**src/core/hrio_defs.svh**
```systemverilog
// Constants of the high rate cycle-steal channel sequencer
`ifndef HRIO_DEFS_SVH
`define HRIO_DEFS_SVH

// ==========================================================
// Channels and general registers
`define HRIO_NCH        7
`define HRIO_CH_W       3
`define HRIO_REG_W      4
`define HRIO_FIRST_REG  4'h2
`define HRIO_NREGS      16

// ==========================================================
// Control word layout (odd register), bit 15 is the MSB
`define HRIO_DIR_BIT    15
`define HRIO_MODE_BIT   14
`define HRIO_CNT_MSB    13
`define HRIO_CNT_W      14
`define HRIO_DIR_IN     1'b1
`define HRIO_MODE_WORD  1'b1

// ==========================================================
// Byte lanes: line 00 is vector bit 15
`define HRIO_HI_LANE    15:8
`define HRIO_LO_LANE    7:0
`define HRIO_BE_HI      2'h2
`define HRIO_BE_LO      2'h1
`define HRIO_BE_WORD    2'h3
`define HRIO_BYTE_ZERO  8'h00

// ==========================================================
// Bus codes
`define HRIO_DEV_W      6
`define HRIO_DEV_BASE   6'h10
`define HRIO_FUNC_W     3
`define HRIO_FUNC_NONE  3'h0
`define HRIO_FUNC_WTI   3'h1
`define HRIO_FUNC_WTO   3'h2

// ==========================================================
// Timing
`define HRIO_CLK_NS     50
`define HRIO_TO_NS      2000
`define HRIO_TO_CYC     ((`HRIO_TO_NS) / (`HRIO_CLK_NS))
`define HRIO_GAP_CYC    3
`define HRIO_TMR_W      6

`endif

```
**src/core/hrio_pkg.sv**
```systemverilog
// Types of the high rate cycle-steal channel sequencer
`include "hrio_defs.svh"

package hrio_pkg;

  // ========================================================
  // Sequencer states
  typedef enum logic [9:0] {
    S_IDLE    = 10'h001,
    S_RD_EVEN = 10'h002,
    S_RD_ODD  = 10'h004,
    S_CTRL    = 10'h008,
    S_WB_ODD  = 10'h010,
    S_WB_EVEN = 10'h020,
    S_XFER    = 10'h040,
    S_MEM_WR  = 10'h080,
    S_FIN     = 10'h100,
    S_GAP     = 10'h200
  } hrio_state_t;

  // ========================================================
  // Whole state of the sequencer
  typedef struct packed {
    hrio_state_t                state;
    logic [`HRIO_CH_W-1:0]      chan;
    logic [`HRIO_NCH-1:0]       flags;
    logic [`HRIO_NCH-1:0]       done_int;
    logic [15:0]                d;
    logic [15:0]                h;
    logic [15:0]                m;
    logic [15:0]                db_out;
    logic [15:0]                mem_addr;
    logic [1:0]                 mem_be;
    logic                       dir;
    logic                       mode;
    logic                       ovf;
    logic                       mem_ok;
    logic                       mem_req;
    logic                       mem_we;
    logic                       strobe;
    logic                       sent;
    logic                       timeout;
    logic [`HRIO_TMR_W-1:0]     timer;
    logic [`HRIO_DEV_W-1:0]     dev_addr;
    logic [`HRIO_FUNC_W-1:0]    func;
    logic                       rvalid;
    logic [`HRIO_NCH-1:0]       int_s1;
    logic [`HRIO_NCH-1:0]       int_s2;
    logic                       echo_s1;
    logic                       echo_s2;
    logic [15:0]                db_s1;
    logic [15:0]                db_s2;
  } hrio_core_t;

endpackage : hrio_pkg

```
**src/core/hrio_rf_if.sv**
```systemverilog
// Port bundle between the sequencer and the general register store
`timescale 1ns/1ps
`default_nettype none
`include "hrio_defs.svh"

interface hrio_rf_if;
  logic                    rd_en;
  logic [`HRIO_REG_W-1:0]  rd_addr;
  logic [15:0]             rd_data;
  logic                    wr_en;
  logic [`HRIO_REG_W-1:0]  wr_addr;
  logic [15:0]             wr_data;

  modport core  (output rd_en, rd_addr, wr_en, wr_addr, wr_data,
                 input  rd_data);
  modport store (input  rd_en, rd_addr, wr_en, wr_addr, wr_data,
                 output rd_data);
endinterface : hrio_rf_if

`default_nettype wire
```
**src/core/hrio_channel.sv**
```systemverilog
// High rate cycle-steal block transfer sequencer with seven channels
`timescale 1ns/1ps
`default_nettype none
`include "hrio_defs.svh"

module hrio_channel (
  input  wire logic                     sys_clk_i,
  input  wire logic                     reset_n_i,
  input  wire logic [`HRIO_NCH-1:0]     hr_int_i,
  input  wire logic [`HRIO_NCH-1:0]     int_ack_i,
  output logic      [`HRIO_NCH-1:0]     std_int_o,
  input  wire logic                     set_fast_flags_instr_i,
  input  wire logic                     clear_fast_flags_instr_i,
  input  wire logic [`HRIO_NCH-1:0]     fast_flag_mask_i,
  output logic      [`HRIO_NCH-1:0]     fast_flags_o,
  input  wire logic                     cpu_reg_rd_i,
  input  wire logic                     cpu_reg_wr_i,
  input  wire logic [`HRIO_REG_W-1:0]   cpu_reg_addr_i,
  input  wire logic [15:0]              cpu_reg_wdata_i,
  output logic      [15:0]              cpu_reg_rdata_o,
  output logic                          cpu_reg_rvalid_o,
  output logic                          steal_o,
  output logic      [15:0]              mem_addr_o,
  output logic                          mem_req_o,
  output logic                          mem_we_o,
  output logic      [1:0]               mem_be_o,
  output logic      [15:0]              mem_wdata_o,
  input  wire logic [15:0]              mem_rdata_i,
  input  wire logic                     mem_done_i,
  output logic      [`HRIO_DEV_W-1:0]   dev_addr_o,
  output logic      [`HRIO_FUNC_W-1:0]  io_func_o,
  output logic                          io_strobe_o,
  input  wire logic                     echo_pulse_i,
  input  wire logic [15:0]              db_i,
  output logic      [15:0]              db_o,
  output logic                          db_oe_o,
  output logic                          io_timeout_o,
  output logic                          count_ovf_o
);

  // ========================================================
  // Helpers
  // Even register of a channel: X2, X4 ... X14
  function automatic logic [`HRIO_REG_W-1:0] even_reg(
    input logic [`HRIO_CH_W-1:0] ch
  );
    even_reg = `HRIO_FIRST_REG + {ch, 1'b0};
  endfunction : even_reg

  // Interrupt 0 has the highest priority
  function automatic logic [`HRIO_CH_W-1:0] first_set(
    input logic [`HRIO_NCH-1:0] v
  );
    first_set = '0;
    for (int i = `HRIO_NCH - 1; i >= 0; i--) begin
      if (v[i]) begin
        first_set = i[`HRIO_CH_W-1:0];
      end
    end
  endfunction : first_set

  function automatic logic [`HRIO_NCH-1:0] ch_bit(
    input logic [`HRIO_CH_W-1:0] ch
  );
    ch_bit = `HRIO_NCH'(1) << ch;
  endfunction : ch_bit

  // ========================================================
  // State
  hrio_pkg::hrio_core_t r_reg;
  hrio_pkg::hrio_core_t r_next;
  hrio_rf_if            rf ();

  logic [`HRIO_CNT_W:0]   cnt_sum;
  logic [`HRIO_NCH-1:0]   pending;
  logic                   cpu_ok;
  logic                   core_rd;
  logic [`HRIO_REG_W-1:0] core_rd_addr;
  logic [7:0]             out_byte;

  hrio_regfile u_regfile (
    .sys_clk_i (sys_clk_i),
    .reset_n_i (reset_n_i),
    .rf        (rf)
  );

  // ========================================================
  // Next state
  always_comb begin
    r_next         = r_reg;
    core_rd        = 1'b0;
    core_rd_addr   = even_reg(r_reg.chan);
    rf.wr_en       = 1'b0;
    rf.wr_addr     = even_reg(r_reg.chan);
    rf.wr_data     = r_reg.d;
    cnt_sum        = {1'b0, rf.rd_data[`HRIO_CNT_MSB:0]} + 1'b1;
    pending        = r_reg.int_s2 & r_reg.flags;
    out_byte       = r_reg.h[0] ? r_reg.m[`HRIO_LO_LANE]
                                : r_reg.m[`HRIO_HI_LANE];
    cpu_ok         = (r_reg.state == hrio_pkg::S_IDLE) ||
                     (r_reg.state == hrio_pkg::S_GAP);

    // Pins pass two flops before any use
    r_next.int_s1  = hr_int_i;
    r_next.int_s2  = r_reg.int_s1;
    r_next.echo_s1 = echo_pulse_i;
    r_next.echo_s2 = r_reg.echo_s1;
    r_next.db_s1   = db_i;
    r_next.db_s2   = r_reg.db_s1;

    r_next.mem_req = 1'b0;
    r_next.timeout = 1'b0;
    r_next.rvalid  = cpu_ok && cpu_reg_rd_i;
    r_next.done_int = r_reg.done_int & ~int_ack_i;
    if (clear_fast_flags_instr_i) begin
      r_next.flags = r_reg.flags & ~fast_flag_mask_i;
    end
    if (mem_done_i) begin
      r_next.mem_ok = 1'b1;
      if (!r_reg.mem_we) begin
        r_next.m = mem_rdata_i;
      end
    end

    // Echo ends the bus operation; timer bounds the wait
    if (r_reg.strobe) begin
      r_next.timer = r_reg.timer + 1'b1;
      if (r_reg.echo_s2) begin
        r_next.strobe = 1'b0;
        r_next.func   = `HRIO_FUNC_NONE;
        if (r_reg.dir == `HRIO_DIR_IN) begin
          if (r_reg.mode == `HRIO_MODE_WORD) begin
            r_next.m = r_reg.db_s2;
          end else begin
            r_next.m = {2{r_reg.db_s2[`HRIO_LO_LANE]}};
          end
        end
      end else if (r_reg.timer == `HRIO_TMR_W'(`HRIO_TO_CYC - 1)) begin
        r_next.strobe  = 1'b0;
        r_next.func    = `HRIO_FUNC_NONE;
        r_next.timeout = 1'b1;
        if (r_reg.dir == `HRIO_DIR_IN) begin
          r_next.m = r_reg.db_s2;
        end
      end
    end

    unique case (r_reg.state)
      hrio_pkg::S_IDLE: begin
        if (|pending) begin
          r_next.chan     = first_set(pending);
          r_next.dev_addr = `HRIO_DEV_BASE +
                            {{(`HRIO_DEV_W-`HRIO_CH_W){1'b0}},
                             first_set(pending)};
          r_next.state    = hrio_pkg::S_RD_EVEN;
        end
      end
      hrio_pkg::S_RD_EVEN: begin
        core_rd      = 1'b1;
        core_rd_addr = even_reg(r_reg.chan);
        r_next.state = hrio_pkg::S_RD_ODD;
      end
      hrio_pkg::S_RD_ODD: begin
        r_next.d     = rf.rd_data;
        r_next.h     = rf.rd_data;
        core_rd      = 1'b1;
        core_rd_addr = even_reg(r_reg.chan) + 1'b1;
        r_next.state = hrio_pkg::S_CTRL;
      end
      hrio_pkg::S_CTRL: begin
        r_next.dir   = rf.rd_data[`HRIO_DIR_BIT];
        r_next.mode  = rf.rd_data[`HRIO_MODE_BIT];
        r_next.d     = {rf.rd_data[15:`HRIO_CNT_MSB+1],
                        cnt_sum[`HRIO_CNT_MSB:0]};
        r_next.ovf   = cnt_sum[`HRIO_CNT_W];
        if (rf.rd_data[`HRIO_MODE_BIT] == `HRIO_MODE_WORD) begin
          r_next.mem_addr = r_reg.h;
          r_next.mem_be   = `HRIO_BE_WORD;
        end else begin
          r_next.mem_addr = {1'b0, r_reg.h[15:1]};
          r_next.mem_be   = r_reg.h[0] ? `HRIO_BE_LO
                                       : `HRIO_BE_HI;
        end
        r_next.timer = '0;
        r_next.sent  = 1'b0;
        if (rf.rd_data[`HRIO_DIR_BIT] == `HRIO_DIR_IN) begin
          r_next.strobe = 1'b1;
          r_next.func   = `HRIO_FUNC_WTI;
          r_next.sent   = 1'b1;
        end else begin
          r_next.mem_req = 1'b1;
          r_next.mem_we  = 1'b0;
          r_next.mem_ok  = 1'b0;
        end
        r_next.state = hrio_pkg::S_WB_ODD;
      end
      hrio_pkg::S_WB_ODD: begin
        rf.wr_en     = 1'b1;
        rf.wr_addr   = even_reg(r_reg.chan) + 1'b1;
        rf.wr_data   = r_reg.d;
        r_next.d     = r_reg.h + 16'h0001;
        r_next.state = hrio_pkg::S_WB_EVEN;
      end
      hrio_pkg::S_WB_EVEN: begin
        rf.wr_en     = 1'b1;
        rf.wr_addr   = even_reg(r_reg.chan);
        rf.wr_data   = r_reg.d;
        r_next.state = hrio_pkg::S_XFER;
      end
      hrio_pkg::S_XFER: begin
        if (r_reg.dir == `HRIO_DIR_IN) begin
          if (!r_reg.strobe) begin
            r_next.mem_req = 1'b1;
            r_next.mem_we  = 1'b1;
            r_next.mem_ok  = 1'b0;
            r_next.state   = hrio_pkg::S_MEM_WR;
          end
        end else if (!r_reg.sent) begin
          if (r_reg.mem_ok) begin
            if (r_reg.mode == `HRIO_MODE_WORD) begin
              r_next.db_out = r_reg.m;
            end else begin
              r_next.db_out = {out_byte, `HRIO_BYTE_ZERO};
            end
            r_next.strobe = 1'b1;
            r_next.func   = `HRIO_FUNC_WTO;
            r_next.sent   = 1'b1;
            r_next.timer  = '0;
          end
        end else if (!r_reg.strobe) begin
          r_next.state = hrio_pkg::S_FIN;
        end
      end
      hrio_pkg::S_MEM_WR: begin
        if (r_reg.mem_ok) begin
          r_next.mem_we = 1'b0;
          r_next.state  = hrio_pkg::S_FIN;
        end
      end
      hrio_pkg::S_FIN: begin
        if (r_reg.ovf) begin
          r_next.flags    = r_next.flags & ~ch_bit(r_reg.chan);
          r_next.done_int = r_next.done_int | ch_bit(r_reg.chan);
        end
        r_next.timer = '0;
        r_next.state = hrio_pkg::S_GAP;
      end
      hrio_pkg::S_GAP: begin
        // Lets the controller's reset interrupt reach the synchroniser
        r_next.timer = r_reg.timer + 1'b1;
        r_next.ovf   = 1'b0;
        if (r_reg.timer == `HRIO_TMR_W'(`HRIO_GAP_CYC - 1)) begin
          r_next.state = hrio_pkg::S_IDLE;
        end
      end
      default: begin
        r_next.state = hrio_pkg::S_IDLE;
      end
    endcase

    if (set_fast_flags_instr_i) begin
      r_next.flags = r_next.flags | fast_flag_mask_i;
    end

    // Software access only while no cycle is being stolen
    if (cpu_ok && cpu_reg_wr_i) begin
      rf.wr_en   = 1'b1;
      rf.wr_addr = cpu_reg_addr_i;
      rf.wr_data = cpu_reg_wdata_i;
    end
  end

  assign rf.rd_en   = core_rd || (cpu_ok && cpu_reg_rd_i);
  assign rf.rd_addr = core_rd ? core_rd_addr : cpu_reg_addr_i;

  // ========================================================
  // Registers
  always_ff @(posedge sys_clk_i) begin
    if (!reset_n_i) begin
      r_reg       <= '0;
      r_reg.state <= hrio_pkg::S_IDLE;
    end else begin
      r_reg <= r_next;
    end
  end

  // ========================================================
  // Outputs
  // Unflagged positions go to the normal interrupt sequence
  assign std_int_o        = (r_reg.int_s2 & ~r_reg.flags) |
                            r_reg.done_int;
  assign fast_flags_o     = r_reg.flags;
  assign cpu_reg_rdata_o  = rf.rd_data;
  assign cpu_reg_rvalid_o = r_reg.rvalid;
  assign steal_o          = !cpu_ok;
  assign mem_addr_o       = r_reg.mem_addr;
  assign mem_req_o        = r_reg.mem_req;
  assign mem_we_o         = r_reg.mem_we;
  assign mem_be_o         = r_reg.mem_be;
  assign mem_wdata_o      = r_reg.m;
  assign dev_addr_o       = r_reg.dev_addr;
  assign io_func_o        = r_reg.func;
  assign io_strobe_o      = r_reg.strobe;
  assign db_o             = r_reg.db_out;
  assign db_oe_o          = r_reg.strobe && (r_reg.dir != `HRIO_DIR_IN);
  assign io_timeout_o     = r_reg.timeout;
  assign count_ovf_o      = r_reg.ovf;

endmodule : hrio_channel

`default_nettype wire

```
**src/core/hrio_regfile.sv**
```systemverilog
// General register store, one write port and one registered read port
`timescale 1ns/1ps
`default_nettype none
`include "hrio_defs.svh"

module hrio_regfile (
  input  wire logic   sys_clk_i,
  input  wire logic   reset_n_i,
  hrio_rf_if.store    rf
);

  logic [15:0] regs_reg [0:`HRIO_NREGS-1];
  logic [15:0] rd_reg;

  // ========================================================
  // Storage; contents are undefined until software loads them
  always_ff @(posedge sys_clk_i) begin
    if (rf.wr_en) begin
      regs_reg[rf.wr_addr] <= rf.wr_data;
    end
  end

  // ========================================================
  // Read data from a register, one cycle after the request
  always_ff @(posedge sys_clk_i) begin
    if (!reset_n_i) begin
      rd_reg <= 16'h0000;
    end else if (rf.rd_en) begin
      rd_reg <= regs_reg[rf.rd_addr];
    end
  end

  assign rf.rd_data = rd_reg;

endmodule : hrio_regfile

`default_nettype wire

```
**config.mk**
```make
export PLATFORM = sky130hd
export DESIGN_NAME = hrio_channel
export DESIGN_NICKNAME = d
export VERILOG_FILES = /design/src/core/hrio_pkg.sv /design/src/core/hrio_rf_if.sv /design/src/core/hrio_channel.sv /design/src/core/hrio_regfile.sv
export VERILOG_INCLUDE_DIRS = /design/src /design/src/core
export SDC_FILE = /design/constraint.sdc
export NUM_CORES = 1
export LEC_CHECK = 0
export BUFFER_PORTS_ARGS = -buffer_cell sky130_fd_sc_hd__buf_2
export CAP_MARGIN = 20
export CELL_PAD_IN_SITES_DETAIL_PLACEMENT = 1
export CELL_PAD_IN_SITES_GLOBAL_PLACEMENT = 2
export CORE_MARGIN = 2
export CORE_UTILIZATION = 30
export DETAILED_ROUTE_END_ITERATION = 10
export PLACE_DENSITY_LB_ADDON = 0.15
export SLEW_MARGIN = 40
export SYNTH_ARGS = -nofsm -noshare
export SYNTH_HDL_FRONTEND = slang
export SYNTH_HIERARCHICAL = 1
export SYNTH_SLANG_ARGS = --single-unit
```
**constraint.sdc**
```tcl
create_clock -name sys_clk_i -period 4.31 [get_ports sys_clk_i]
set_input_delay 0.431 -clock sys_clk_i [delete_from_list [all_inputs] [get_ports sys_clk_i]]
set_output_delay 0.431 -clock sys_clk_i [all_outputs]
set_load 0.005 [all_outputs]
```
==> qor.csv <==
metric,value,unit
status,"complete, no violations",
setup TNS,0,ns
Crit. End Element,register,
Post-synth EDFFs,256,
vias in the first global route,13120,
Die Area,65940,um^2
Post-CTS Setup Bufs,0,
Slew @ Worst Pin,0.8373,ns
Layout Area Growth over Synthesis,16.75,%
Yosys top cell area share,40.10,%
Critical-path top delay cell,or4_1,
post-synthesis xor/xnor area fraction,0.9137,%
CP required,4.82,ns
clk sinks,449,
layout net count,1809,
DRT Pass-1 Iters,5,
Critical Path AT,4.03,ns
# DRC,0,
post-synthesis simple-gate area fraction,12.57,%
Via-to-Cell Ratio,4.930,
via count,12870,
Final Hold Vio Count,0,
H-tree depth,2,
RSZ-0062 raised after global routing,no,
CP Launch Type,register,
max-cap check violation count,0,
fillers,6861,
multiplexer share of the synthesized area,10.36,%
Synth area leaders,"edfxtp_1 40%, dfxtp_1 20%, mux2i_1 8.8%, buf_4 2.7%, nand2_1 2.2%",
hold-fix buffers at CTS,9,
Multi-input gate area,6550,um^2
Top-Level Pins,178,
critical path type,register to register,
# setup viols final,0,
average size of a mapped cell,11.97,um^2
crit path launch,r_reg[179],
Setup Skew,0.04354,ns
Tmin final,3.523,ns
"Remaining Overflow, GRT",0,
"CTS clk-pin slew, worst paths",0.06,ns
Row Count,92,
first-pass GRT wire length,90520,um
Post-Synth Adder-Cell Area,0.5874,%
Worst path most repeated cell,nand3_1,
post-cts sizing count,0,
fraction of layout cells with a size suffix above 1,21.57,%
yosys warns,6,
Worst R2R Start,r_reg[179],
Tcrit/Tclk final,81.74,%
Compound-Gate Fraction of Synth Area,9.124,%
largest net degree at the start of global routing,76,
crit path max fanout,39,
max reg flops,256,
"Seq/Total Area, Yosys",60.25,%
Cell Pwr Density,443.8,nW/um^2
hold crit path type,primary input to register,
die width,256.8,um
fmax,283.9,MHz
DP HPWL,42570,um
die height,256.8,um
Synth Flop Type,edfxtp_1,
Clock Tree Buf Depth,3,
clk root buf,clkbuf_16,
"FFs w/ async S/R, synth",0,%
initial antenna violation count,2,
total track usage,18.21,%
Netlist cell types,77,
post-synth top area cell,edfxtp_1,
Placer Congestion,0.8139,
CP cell instances,"nor4_1, nand2_1, or4_1, mux2_8, buf_4, mux2i_1, a21oi_1, nand3_1, nand3_1",
synthesized flop and latch total,449,
Slew HR,43.93,%
combinational family with the most area after synthesis,simple AND/OR/NAND/NOR gates,
post-layout util,35.48,%
max incr delay on CP,0.66,ns
placeable core area,63080,um^2
CTS tree,built,
worst skew pair latency,0.63,ns
IO buf count,175,
Post-Syn Area,19170,um^2
routed len/inst,23.18,um
peak supply drop,0.3047,mV
initial drt markers,805,
FF+latch area,11550,um^2
final WL,60500,um
worst min-delay path startpoint,echo_pulse_i,
Antenna Nets Post-Route,0,
Starting Density,30.39,%
Final Max Tran Viols,0,
Post-Synthesis Cells,1602,
Leak,8.494,nW
clock buffer count from CTS,54,
-- logic make-up (layout without fill, tap and decap cells) --
| logic type | after synthesis | in the layout |
|---|---|---|
| compound gates | 260 | 260 |
| xor+xnor | 20 | 20 |
| fa+ha+maj | 9 | 9 |
| buf+inv | 192 | 351 |
| flops | 449 | 449 |
| mux | 195 | 195 |
| other cells | 1 | 4 |
| simple gates | 476 | 476 |
-- where the power goes --
part | switching, mW | internal, mW
registers | 0.105 | 4.66
clock network | 1.86 | 2.62
logic | 0.444 | 0.244
total | 2.41 | 7.52
-- cells in the mapped netlist (11+ instances only) --
library cell    n
xor2_1         11
buf_4          69
a21oi_1        73
edfxtp_1      256
a22oi_1        53
clkbuf_1       60
o21ai_0        29
nor2_1        105
dfxtp_1       193
nor3_1         27
a211oi_1       25
nand2_1       111
buf_2          14
nand2b_1       12
inv_1          22
nor4_1         15
and2_1         53
mux2_2         27
nand4_1        15
mux2i_1       168
o22ai_1        15
nand3_1        79
-- metal layers --
metal	share of wire (%)	global-route usage [%]	routed length [um]
met1	49	26.34	29500
met2	45	28.45	27520
met3	3.8	2.788	2319
met4	1.9	4.506	1156
met5	0	0	0
-- final timing paths --
check,to,slack (ns),depth (start not counted)
min,r_next[32],0.03,2
min reg2reg,r_reg[3],0.43,1
max reg2reg,u_regfile/rf.rd_data[12],0.79,9
max,u_regfile/rf.rd_data[12],0.79,9
-- worst max-delay path, delay by kind of cell, from the launching register on --
kind | cells | cell delay (ns)
DFF | 1 | 0.43
AOI/OAI and AO/OA | 1 | 0.13
buffers and inverters | 1 | 0.45
muxes | 2 | 0.98
and+or+nand+nor | 5 | 1.41
-- final cells by class --
class	count	share of cell area [%]
well taps	846	4.729
flip-flops and latches	449	51.61
repair buffers	229	6.048
inverters	23	0.3913
multi-input cells	962	29.26
clock buffers	71	6.635
clock inverters	28	1.302
diodes	2	0.02236
-- placed cells by master (no fill, tap or decap), drive strengths merged, types with 6 or more instances in the layout --
cell type,count
a211oi,25
a21o,8
a21oi,73
a221oi,9
a22oi,53
a32oi,9
and2,53
buf,220
clkbuf,71
clkinv,22
dfxtp,193
dlygate4sd3,9
edfxtp,256
ha,9
inv,23
mux2,27
mux2i,168
nand2,112
nand2b,12
nand3,79
nand3b,6
nand4,15
nor2,106
nor2b,10
nor3,28
nor4,16
o21ai,30
o22ai,15
xnor2,9
xor2,11
-- stage by stage --
stage | instances | power [mW] | worst slack [ns] | hold WS, ns | cell area, um^2
floorplan | 1603 | 5.220 | 0.03129 | 0.4119 | 19170
global placement | 2500 | 5.535 | 0.3343 | 0.4173 | 20480
detailed placement | 2500 | 5.544 | 0.6603 | 0.4199 | 20500
CTS | 2608 | 10.09 | 0.6337 | 0.0003330 | 22370
global route | 2609 | 10.32 | 0.4524 | 0.003961 | 22380
finish | 2610 | 9.933 | 0.7872 | 0.03132 | 22380
Power figures use the tool's default switching activity.
